--- src/pkg/supervisor_map.svh ---
// constants, offsets and timing figures of the supervisor core
`ifndef SUPERVISOR_MAP_SVH
`define SUPERVISOR_MAP_SVH

// ------------------------------------------------------------
// clock and timebase rates
// ------------------------------------------------------------
`define CLK_HZ          25000000
`define TB_HZ           10240
`define MS_PER_S        1000

// ------------------------------------------------------------
// interval figures in milliseconds and external counts
// ------------------------------------------------------------
`define RST_MS          50
`define WD_SHORT_MS     100
`define WD_LONG_MS      1600
`define EXT_WD_CLKS     1024
`define EXT_LONG_CLKS   4096
`define EXT_RST_CLKS    512

// ------------------------------------------------------------
// register map (byte addresses) and fields
// ------------------------------------------------------------
`define ADDR_CTRL       8'h00
`define ADDR_STATUS     8'h04
`define ADDR_COUNT      8'h08
`define CTRL_WD_EN      0
`define CTRL_RESET      1'b1
`define CNT_W           16
`define DIV_W           16

`endif

--- src/pkg/supervisor_pkg.sv ---
// types shared by the supervisor core
package supervisor_pkg;

  // which part of the cycle the supervisor is in
  typedef enum logic [0:0] {
    PH_WATCH = 1'b0,  // reset released, watchdog may run
    PH_RESET = 1'b1   // reset output held asserted
  } phase_e;

  // all sampled pins, one bit each
  typedef struct packed {
    logic low_line;      // supply below low-line threshold
    logic power_fail;    // power-fail input below reference
    logic backup;        // switched supply on backup source
    logic ce_in_n;       // incoming chip enable, active low
    logic tog;           // toggle input level
    logic tog_float;     // toggle input left floating
    logic src_sel;       // timebase select high
    logic src_float;     // timebase select floating
    logic tb_in;         // timebase pin level / clock
    logic tb_float;      // timebase pin floating
  } pins_s;

  // whole register state of the core
  typedef struct packed {
    pins_s           sync1;     // first synchroniser stage
    pins_s           sync2;     // second synchroniser stage
    logic            tb_prev;   // last external clock level
    logic [15:0]     div;       // internal timebase divider
    logic            tog_prev;  // toggle level at last tick
    phase_e          phase;     // reset or watching
    logic [15:0]     rst_cnt;   // ticks spent in reset
    logic [15:0]     wd_cnt;    // ticks since last service
    logic            long_to;   // post-reset timeout in use
    logic            fault_n;   // watchdog fault, active low
    logic            reset_n;   // reset output, active low
    logic            reset_hi;  // reset output, active high
    logic            ce_out_n;  // gated chip enable
    logic            pf_warn_n; // power-fail warning
    logic            batt_drv;  // backup active drive
    logic            wd_en;     // software watchdog enable
    logic            pready;    // apb ready
    logic            pslverr;   // apb error
    logic [31:0]     prdata;    // apb read data
  } state_s;

endpackage : supervisor_pkg

--- src/design/supervisor_reset_watchdog.sv ---
// supervisor core: reset stretcher, watchdog, chip-enable and warning gates
//
// Local design decisions: the APB register port and the register offsets.
`include "supervisor_map.svh"

module supervisor_reset_watchdog
  import supervisor_pkg::*;
#(
  // clocks per internal timebase tick; shorten for simulation
  parameter int unsigned TB_DIV = `CLK_HZ / `TB_HZ
) (
  input  wire logic        clk,                 // 25 MHz core clock
  input  wire logic        rst,                 // async reset, high
  // comparator results and pins
  input  wire logic        low_line_sense,      // 1 = supply low
  input  wire logic        power_fail_sense,    // 1 = below ref
  input  wire logic        backup_sense,        // 1 = on backup
  input  wire logic        ce_in_n,             // chip enable in
  input  wire logic        service_toggle_in,   // toggle level
  input  wire logic        service_toggle_float,// toggle floating
  input  wire logic        timebase_source_select, // 1 = internal
  input  wire logic        timebase_select_float,  // select open
  input  wire logic        timebase_input,      // ext clock / level
  input  wire logic        timebase_input_float,// timebase pin open
  // outputs
  output logic             reset_n_out,         // reset, active low
  output logic             reset_out,           // reset, active high
  output logic             service_fault_out_n, // watchdog fault
  output logic             ce_out_n,            // gated chip enable
  output logic             power_fail_warn_out_n, // warning, low
  output logic             backup_active_drive, // high on backup
  // apb slave
  input  wire logic        psel,                // select
  input  wire logic        penable,             // access phase
  input  wire logic        pwrite,              // 1 = write
  input  wire logic [7:0]  paddr,               // byte address
  input  wire logic [31:0] pwdata,              // write data
  output logic [31:0]      prdata,              // read data
  output logic             pready,              // ready
  output logic             pslverr              // unmapped address
);

  // ------------------------------------------------------------
  // derived tick counts
  // ------------------------------------------------------------
  localparam logic [15:0] RST_TICKS =
    16'(`RST_MS * `TB_HZ / `MS_PER_S);
  localparam logic [15:0] WD_SHORT_TICKS =
    16'(`WD_SHORT_MS * `TB_HZ / `MS_PER_S);
  localparam logic [15:0] WD_LONG_TICKS =
    16'(`WD_LONG_MS * `TB_HZ / `MS_PER_S);
  localparam logic [15:0] EXT_WD   = 16'(`EXT_WD_CLKS);
  localparam logic [15:0] EXT_LONG = 16'(`EXT_LONG_CLKS);
  localparam logic [15:0] EXT_RST  = 16'(`EXT_RST_CLKS);
  localparam logic [15:0] DIV_LAST = 16'(TB_DIV - 1);

  // ------------------------------------------------------------
  // state
  // ------------------------------------------------------------
  state_s r;        // registered state
  state_s next_r;   // next state
  pins_s  raw;      // unsynchronised pins

  // helper terms, all combinational
  logic        ext_mode;     // external timebase selected
  logic        tick;         // one timebase step
  logic        service;      // toggle change seen
  logic        wd_active;    // watchdog allowed to count
  logic [15:0] wd_limit;     // current timeout in ticks
  logic [15:0] rst_limit;    // reset pulse in ticks
  logic        acc;          // apb access completes
  logic        setup;        // apb setup cycle

  // ------------------------------------------------------------
  // pin bundle
  // ------------------------------------------------------------
  // every input pin except clk, rst and the apb port is gathered so one
  // two-stage sync covers all of them
  always_comb begin
    raw.low_line   = low_line_sense;
    raw.power_fail = power_fail_sense;
    raw.backup     = backup_sense;
    raw.ce_in_n    = ce_in_n;
    raw.tog        = service_toggle_in;
    raw.tog_float  = service_toggle_float;
    raw.src_sel    = timebase_source_select;
    raw.src_float  = timebase_select_float;
    raw.tb_in      = timebase_input;
    raw.tb_float   = timebase_input_float;
  end

  // ------------------------------------------------------------
  // timing selection
  // ------------------------------------------------------------
  // select low and not floating means an external clock drives
  // the timebase pin; high or open means the internal divider
  always_comb begin
    ext_mode = !r.sync2.src_sel && !r.sync2.src_float;
    if (ext_mode) begin
      // counts of external clock edges
      rst_limit = EXT_RST;
      wd_limit  = r.long_to ? EXT_LONG : EXT_WD;
    end else begin
      rst_limit = RST_TICKS;
      if (r.long_to) begin
        // fixed long timeout after any reset
        wd_limit = WD_LONG_TICKS;
      end else if (!r.sync2.tb_in && !r.sync2.tb_float) begin
        // pin low: short period once serviced
        wd_limit = WD_SHORT_TICKS;
      end else begin
        // pin open (or high): default period
        wd_limit = WD_LONG_TICKS;
      end
    end
  end

  // ------------------------------------------------------------
  // tick, service and enable terms
  // ------------------------------------------------------------
  always_comb begin
    // external mode steps on rising edges of the synced clock;
    // this limits the external rate to well under clk / 2
    if (ext_mode) begin
      tick = r.sync2.tb_in && !r.tb_prev;
    end else begin
      tick = (r.div == DIV_LAST);
    end
    // a change between two tick samples is one service event
    service = tick && (r.sync2.tog != r.tog_prev)
              && !r.sync2.tog_float;
    // a floating toggle pin or software disable stops it
    wd_active = !r.sync2.tog_float && r.wd_en;
    // apb phases
    setup = psel && !penable;
    acc   = psel && penable && r.pready;
  end

  // ------------------------------------------------------------
  // next-state logic
  // ------------------------------------------------------------
  always_comb begin
    next_r = r;

    // two flops before any logic reads a pin
    next_r.sync1   = raw;
    next_r.sync2   = r.sync1;
    next_r.tb_prev = r.sync2.tb_in;

    // internal divider runs freely; harmless in external mode
    next_r.div = (r.div == DIV_LAST) ? 16'h0000
               : r.div + 16'h0001;

    // toggle level follows on every tick, so edges that occur
    // during reset are consumed and never count afterwards
    if (tick) begin
      next_r.tog_prev = r.sync2.tog;
    end

    // --- supervisor sequence ---
    if (r.sync2.low_line) begin
      // low-line holds reset and restarts the stretch
      next_r.phase   = PH_RESET;
      next_r.rst_cnt = 16'h0000;
      next_r.long_to = 1'b1;
      next_r.fault_n = 1'b1;
    end else begin
      case (r.phase)
        PH_RESET: begin
          // toggles are not looked at here
          next_r.wd_cnt = 16'h0000;
          if (tick) begin
            if (r.rst_cnt + 16'h0001 >= rst_limit) begin
              // stretch complete: release, restart watchdog
              next_r.phase   = PH_WATCH;
              next_r.rst_cnt = 16'h0000;
              next_r.wd_cnt  = 16'h0000;
            end else begin
              next_r.rst_cnt = r.rst_cnt + 16'h0001;
            end
          end
        end
        PH_WATCH: begin
          if (!wd_active) begin
            // disabled: no count, no timeout
            next_r.wd_cnt = 16'h0000;
          end else if (service) begin
            // service clears count, fault and long period
            next_r.wd_cnt  = 16'h0000;
            next_r.long_to = 1'b0;
            next_r.fault_n = 1'b1;
          end else if (tick) begin
            if (r.wd_cnt + 16'h0001 >= wd_limit) begin
              // timeout: one reset pulse, fault latched low,
              // long period again so pulses repeat every 1.65s (50 ms pulse plus 1.6s) on the internal timebase, every 4608 edges in external mode
              next_r.phase   = PH_RESET;
              next_r.rst_cnt = 16'h0000;
              next_r.wd_cnt  = 16'h0000;
              next_r.fault_n = 1'b0;
              next_r.long_to = 1'b1;
            end else begin
              next_r.wd_cnt = r.wd_cnt + 16'h0001;
            end
          end
        end
        default: begin
          // unreachable code: fall back to reset
          next_r.phase = PH_RESET;
        end
      endcase
    end

    // --- outputs, all registered ---
    // reset low whenever the next phase is reset
    next_r.reset_n  = (next_r.phase != PH_RESET);
    next_r.reset_hi = (next_r.phase == PH_RESET);
    // chip enable blocked on low supply or backup
    if (r.sync2.low_line || r.sync2.backup) begin
      next_r.ce_out_n = 1'b1;
    end else begin
      next_r.ce_out_n = r.sync2.ce_in_n;
    end
    // comparator switched off in backup: warning forced low
    next_r.pf_warn_n = !(r.sync2.power_fail
                         || r.sync2.backup);
    next_r.batt_drv  = r.sync2.backup;

    // --- apb slave, zero wait states ---
    // ready rises in the first access cycle of each transfer
    next_r.pready = psel && !r.pready;
    if (setup) begin
      next_r.pslverr = 1'b0;
      next_r.prdata  = 32'h0000_0000;
      case (paddr)
        `ADDR_CTRL: begin
          next_r.prdata[`CTRL_WD_EN] = r.wd_en;
        end
        `ADDR_STATUS: begin
          // live view of the core
          next_r.prdata[4:0] = {r.sync2.low_line, wd_active,
                                r.long_to, !r.fault_n,
                                (r.phase == PH_RESET)};
        end
        `ADDR_COUNT: begin
          next_r.prdata[15:0] = r.wd_cnt;
        end
        default: begin
          // unmapped: error with zero data
          next_r.pslverr = 1'b1;
        end
      endcase
    end
    // a write lands only at the completing edge
    if (acc && pwrite && (paddr == `ADDR_CTRL)) begin
      next_r.wd_en = pwdata[`CTRL_WD_EN];
    end
  end

  // ------------------------------------------------------------
  // state register
  // ------------------------------------------------------------
  // asserted reset means power-up: reset output held, long
  // timeout armed, fault released, chip enable blocked
  always_ff @(posedge clk or posedge rst) begin
    if (rst) begin
      r           <= '0;
      r.phase     <= PH_RESET;
      r.long_to   <= 1'b1;
      r.fault_n   <= 1'b1;
      r.reset_n   <= 1'b0;
      r.reset_hi  <= 1'b1;
      r.ce_out_n  <= 1'b1;
      r.sync1.ce_in_n <= 1'b1;
      r.sync2.ce_in_n <= 1'b1;
      r.wd_en     <= `CTRL_RESET;
    end else begin
      r <= next_r;
    end
  end

  // ------------------------------------------------------------
  // outputs straight from flops
  // ------------------------------------------------------------
  always_comb begin
    reset_n_out           = r.reset_n;
    reset_out             = r.reset_hi;
    service_fault_out_n   = r.fault_n;
    ce_out_n              = r.ce_out_n;
    power_fail_warn_out_n = r.pf_warn_n;
    backup_active_drive   = r.batt_drv;
    prdata                = r.prdata;
    pready                = r.pready;
    pslverr               = r.pslverr;
  end

endmodule : supervisor_reset_watchdog

--- config.mk ---
export PLATFORM = sky130hd
export DESIGN_NAME = supervisor_reset_watchdog
export DESIGN_NICKNAME = d
export VERILOG_FILES = /design/src/pkg/supervisor_pkg.sv /design/src/design/supervisor_reset_watchdog.sv
export VERILOG_INCLUDE_DIRS = /design/src /design/src/pkg
export SDC_FILE = /design/constraint.sdc
export NUM_CORES = 1
export LEC_CHECK = 0
export BUFFER_PORTS_ARGS = -buffer_cell sky130_fd_sc_hd__clkbuf_2
export CORE_ASPECT_RATIO = 0.5
export CORE_MARGIN = 2
export CORE_UTILIZATION = 50
export CTS_CLUSTER_DIAMETER = 50
export DETAILED_ROUTE_END_ITERATION = 8
export PLACE_DENSITY = 0.87
export SLEW_MARGIN = 20
export SYNTH_ARGS = -nofsm -noshare
export SYNTH_HDL_FRONTEND = slang
export SYNTH_SLANG_ARGS = --single-unit
--- constraint.sdc ---
create_clock -name clk -period 3.5 [get_ports clk]
set_clock_uncertainty 0.05 [all_clocks]
set_input_delay 0.7 -clock clk [delete_from_list [all_inputs] [get_ports clk]]
set_output_delay 0.7 -clock clk [all_outputs]
set_load 0.1 [all_outputs]
[Word level (Yosys, flattened, before mapping)]
Index checks and enable logic that the tools add are counted.
Widths: inputs -> output; s select.
Word-level totals
  bits in latches: 0
  memories: 0
  bits in writable memories: 0
  bits in registers: 96
  bits in read-only memories: 0
  bits of input ports: 55
Cells by class
  bitwise gates (word level): 3
  div/mod/pow operators: 0
  muxes and demuxes: 27
  equal/unequal tests: 11
  $mul: 0
  reduce and logical (&&, ||, !) cells: 32
  $lt $le $gt $ge: 2
  shifts and indexed selects: 0
  add/sub/neg operators: 3
Operator list (count)
  $mux 17: 4
  $pmux 33 s2: 1
  $mux 16: 4
  $add 16x1->16 const B: 3
  $mux 15: 3
  $mux 35: 1
  $mux 33: 1
  $mux 18: 1
  $eq 16x12->1 const B: 1
  $ge 16x10->1 const B: 1
  $ge 16x16->1: 1
  $mux 13: 1
  $logic_and 1x1->1: 12
  $ne 3x3->1 const B: 4
  $mux 11: 1
  $logic_not 1->1: 10
  $eq 8x3->1 const B: 1
  $eq 8x4->1 const B: 1
  $logic_not 8->1: 1
  $mux 2: 4
  $pmux 4 s2: 1
  $reduce_bool 3->1: 2
  $reduce_and 5->1: 1
  $mux 1: 4
  other kinds (11): 14

[Depth between registers and ports, before layout]
  depth after elaboration: 13
  mapped depth: 15

[Least setup slack after synthesis]
Ideal clock, no wire load.
  path type: register to register
  from: register r[42] (netlist bit)
  to: register r[67] (netlist bit)
  stages on the path, launching flop included: 16
  required time: 3384 ps
  path buffers: 1
  arrival: 3174 ps
  slack: 210 ps
  period minus slack after synthesis: 3290 ps
  cell sequence: dfrtp_1 -> ha_1 -> inv_1 -> nor2_1 -> nand4_1 -> nor2_1 -> xor2_1 -> ha_1 -> a211o_1 -> o311a_1 -> o311ai_0 -> o211a_1 -> nand2_1 -> a221oi_1 -> buf_1 -> and2_1
On the way
  cells in the longest elaborated chain, start to end: 4
RTL lines
  start, declared: line supervisor_reset_watchdog.sv:60  | state_s r;
  start signal, assigned: line supervisor_reset_watchdog.sv:277  | r <= next_r;
  $add 16x1->16: line supervisor_reset_watchdog.sv:193  | if (r.wd_cnt + 16'h0001 >= wd_limit) begin
  $ge 16x16->1: line supervisor_reset_watchdog.sv:193
  $ne 3x3->1 (no line)
  $reduce_and 5->1 (no line)
No other way between the ends.
A chain may end at the register's enable or synchronous reset.

[Final worst setup path]
  from: register r[45] (netlist bit)
  to: register r[49] (netlist bit)
On the way
  cells in the longest elaborated chain, start to end: 7
RTL lines
  $add 16x1->16 *: line supervisor_reset_watchdog.sv:193, supervisor_reset_watchdog.sv:202
  $ge 16x16->1: line supervisor_reset_watchdog.sv:193
  $mux 16 *: line supervisor_reset_watchdog.sv:193
  $mux 35 *: line supervisor_reset_watchdog.sv:192  | end else if (tick) begin
  $mux 18 *: line supervisor_reset_watchdog.sv:187  | end else if (service) begin
  $mux 16 *: line supervisor_reset_watchdog.sv:184  | if (!wd_active) begin
  $pmux 33 s2 *: line supervisor_reset_watchdog.sv:168  | case (r.phase)
Every way passes the cells marked *; elsewhere a longest branch is shown, timed or not. The select of a mux whose other input is x is not followed.

==> impl_results.md <==
- Clk network pwr share: 0.434
- Critical path class: register to register
- Layout cells sized above 1: 0.211
- Clock slew at reported path FFs: 70 ps
- Max Clock Freq: 295 MHz
- Synth Register Bits: 96
- CTS tree: built
- Final TNS setup: 0 ps
- Cell Chain, Critical Path: nand4_2, nor2_2, nand4_1, nor2_1, xor2_1, ha_1, and3_1, mux2i_1, o211ai_1, nor4b_4, buf_2, o21ai_0, a31oi_1
- Rel. slew slack: 0.368
- Power share of the sequential group: 0.484
- Htree depth: 3
- Post-DP HPWL: 6.79 mm
- Fin crit period: 3390 ps
- Final wirelength: 10.1 mm
- Transition time of the tightest slew-check pin: 947 ps
- Startpoint types: register
- Die Y: 73.3 um
- Largest net degree at the start of global routing: 47
- Chip width: 143 um
- CP arrival: 3610 ps
- Post-synth EDFFs: 0
- Placeable Area: 9380 um^2
- Critical Path End Type: register
- Max Fanout on Critical Path: 9
- Antenna viol nets, final: 0
- Setup violators final: 0
- Total grt overflow: 0
- Worst R2R Start: r[45]
- GP Congestion: 0.897
- Total track usage: 0.206
- Wire length on met3: 722 um
- Layout Area Growth over Synthesis: 12.3%
- Synth Cell Area: 4800 um^2
- Comb pwr share: 0.082
- Final period utilization: 0.967
- Total power: 2.36 mW
- Int Pwr: 1.73 mW
- Clock tree buffer depth: 2
- Status: complete, no violations
- Max-slew violations: 0
- DRC viols: 0
- Wire per inst: 15.4 um
- Die ar.: 10400 um^2
- CP required: 3720 ps
- Hold WS: 301 ps
- Syn_area_per_cell: 9.89 um^2
- PwrDens: 437 nW/um^2
- Hold Vio Cnt, Final: 0
- DR iter-0 viols: 322
- Number of library cell types mapped by synthesis: 58
- Seq/Total Area, Yosys: 0.503
- Number of global-route vias before repair: 3419
- Delay-heaviest family, CP: simple AND/OR/NAND/NOR gates
- CTS sink count: 96
- Ys async rst share: 1.00
- Top Layer Used: met4
- Root Driver: clkbuf_16
- Initial DRT Pass Iterations: 5
- Net Sw Frac: 0.267
- Vias per std cell: 5.62
- Hold Path Class: register to register
- First-pass GRT wire length: 16.6 mm
- Worst Path Buf+Inv: 1
- Port Buffers: 47
- Initial cell density of the core: 0.511
- Worst vdd ir: 0.239 mV
- CP Launch Point: r[45]
- M1 wire length: 4.40 mm
- Num rows: 25
- # IOs: 95
- Ys flop type: dfrtp_1
- Mapped Cells: 485
- Initial antenna violation count: 0
- Net Switching: 0.628 mW
- Routed met2 length: 4.72 mm
- Hold path start: next_r[96]
- TritonCTS Buffers: 9
- Worst path slowest cell: dfrtp_1
- Maximum capacitance violations: 0
- Lkg Pwr: 2.54 nW
- Number of synthesis warnings: 0
- Worst skew pair latency: 350 ps
- Via Count: 3667
- Layout Nets: 588
- Diodes inserted: 0
- Critical Path Max Stage Delay: 500 ps
## per-layer routing
| metal | GRT usage | vias to the layer above |
|---|---|---|
| li1 | - | 1733 |
| met1 | 0.269 | 1755 |
| met2 | 0.335 | 145 |
| met3 | 0.0548 | 34 |
| met4 | 0.0781 | 0 |
| met5 | 0 | - |
## area by class of cell
class / instances / area (um^2)
fill: 779 / 4000
sequential: 96 / 2410
multi-input combinational: 342 / 2080
timing repair buffer: 68 / 394
clock buffer: 9 / 225
tap: 121 / 151
clock inverter: 7 / 87.6
inverter: 9 / 35.0
## logic make-up after synthesis
family,count (synthesis),share of synthesized area
simple gates,205,0.227
flops,96,0.503
compound gates,81,0.109
buf+inv,62,0.0767
xor+xnor,22,0.0402
mux,11,0.0256
fa+ha+maj,7,0.0183
other cells,1,0.000782
## flip-flops by register name, indices dropped and copies added, names as in the netlist
signal                 cells
prdata                    16
next_r                    12
reset_out                  1
r                         60
backup_active_drive        1
service_fault_out_n        1
ce_out_n                   1
power_fail_warn_out_n      1
reset_n_out                1
pslverr                    1
pready                     1
## cell usage after synthesis, types with 7 or more instances
master,n,area [um^2]
dfrtp_1,89,2230
nand4_1,11,68.8
inv_1,9,33.8
a31oi_1,7,43.8
ha_1,7,87.6
and3_1,7,43.8
a21oi_1,16,80.1
nor3_1,11,55.1
dfstp_2,7,184
and2_1,10,62.6
nor4_1,7,43.8
xnor2_1,14,123
nand2_1,65,244
o21ai_0,24,120
nor2_1,31,116
buf_4,32,240
nand2b_1,12,75.1
nand3_1,20,100
xor2_1,8,70.1
clkbuf_1,13,48.8
## worst paths after layout
check / to / slack, ps / cells after the start
min: r[96] / 300 / 0
min in group asynchronous: next_r[98] / 390 / 2
min reg2reg: r[96] / 300 / 0
max: r[49] / 110 / 13
max reg2reg: r[49] / 110 / 13
max in group asynchronous: r[84] / 2180 / 3
## power groups by stage
stage	Combinational [mW]	Clock, mW	Sequential (mW)
6_report	0.193	1.02	1.14
5_1_grt	0.204	1.09	1.14
4_1_cts	0.191	1.04	1.14
3_5_place_dp	0.190	0	1.16
3_3_place_gp	0.188	0	1.16
2_1_floorplan	0.142	0	1.18
## placed cells by master, fill, tap and decap left out, types with 5 or more instances in the layout
cell        n
dfrtp_1    89
mux2_2      6
a211o_1     5
nor2_1     30
nor2b_1     6
a22oi_1     5
a21oi_1    16
o21ai_0    23
dfstp_2     7
nand2_1    64
xor2_1      8
and2_1     10
a21o_1      6
nand3_1    20
clkbuf_2   47
inv_1       8
clkbuf_16   9
xnor2_1    14
or3_1       5
a31oi_1     7
conb_1     16
nand2b_1   12
nor3_1     10
and3_1      7
nand4_1    11
buf_4      19
ha_1        7
nor4_1      7
## repair_timing
item,CTS,global route
gates resized for setup,0,7
hold buffers,0,0
endpoints found under the setup margin,0,25
setup buffers,0,3
## per-stage QoR
stage,instances,util,area (um^2),setup WS [ps]
floorplan,500,-,4850,210
global route,652,0.574,5390,-51.1
global placement,632,0.536,5030,315
finish,652,0.574,5390,114
CTS,648,0.570,5350,169
detailed placement,632,0.536,5030,263
Note: power is estimated with default switching activity, not from simulation.
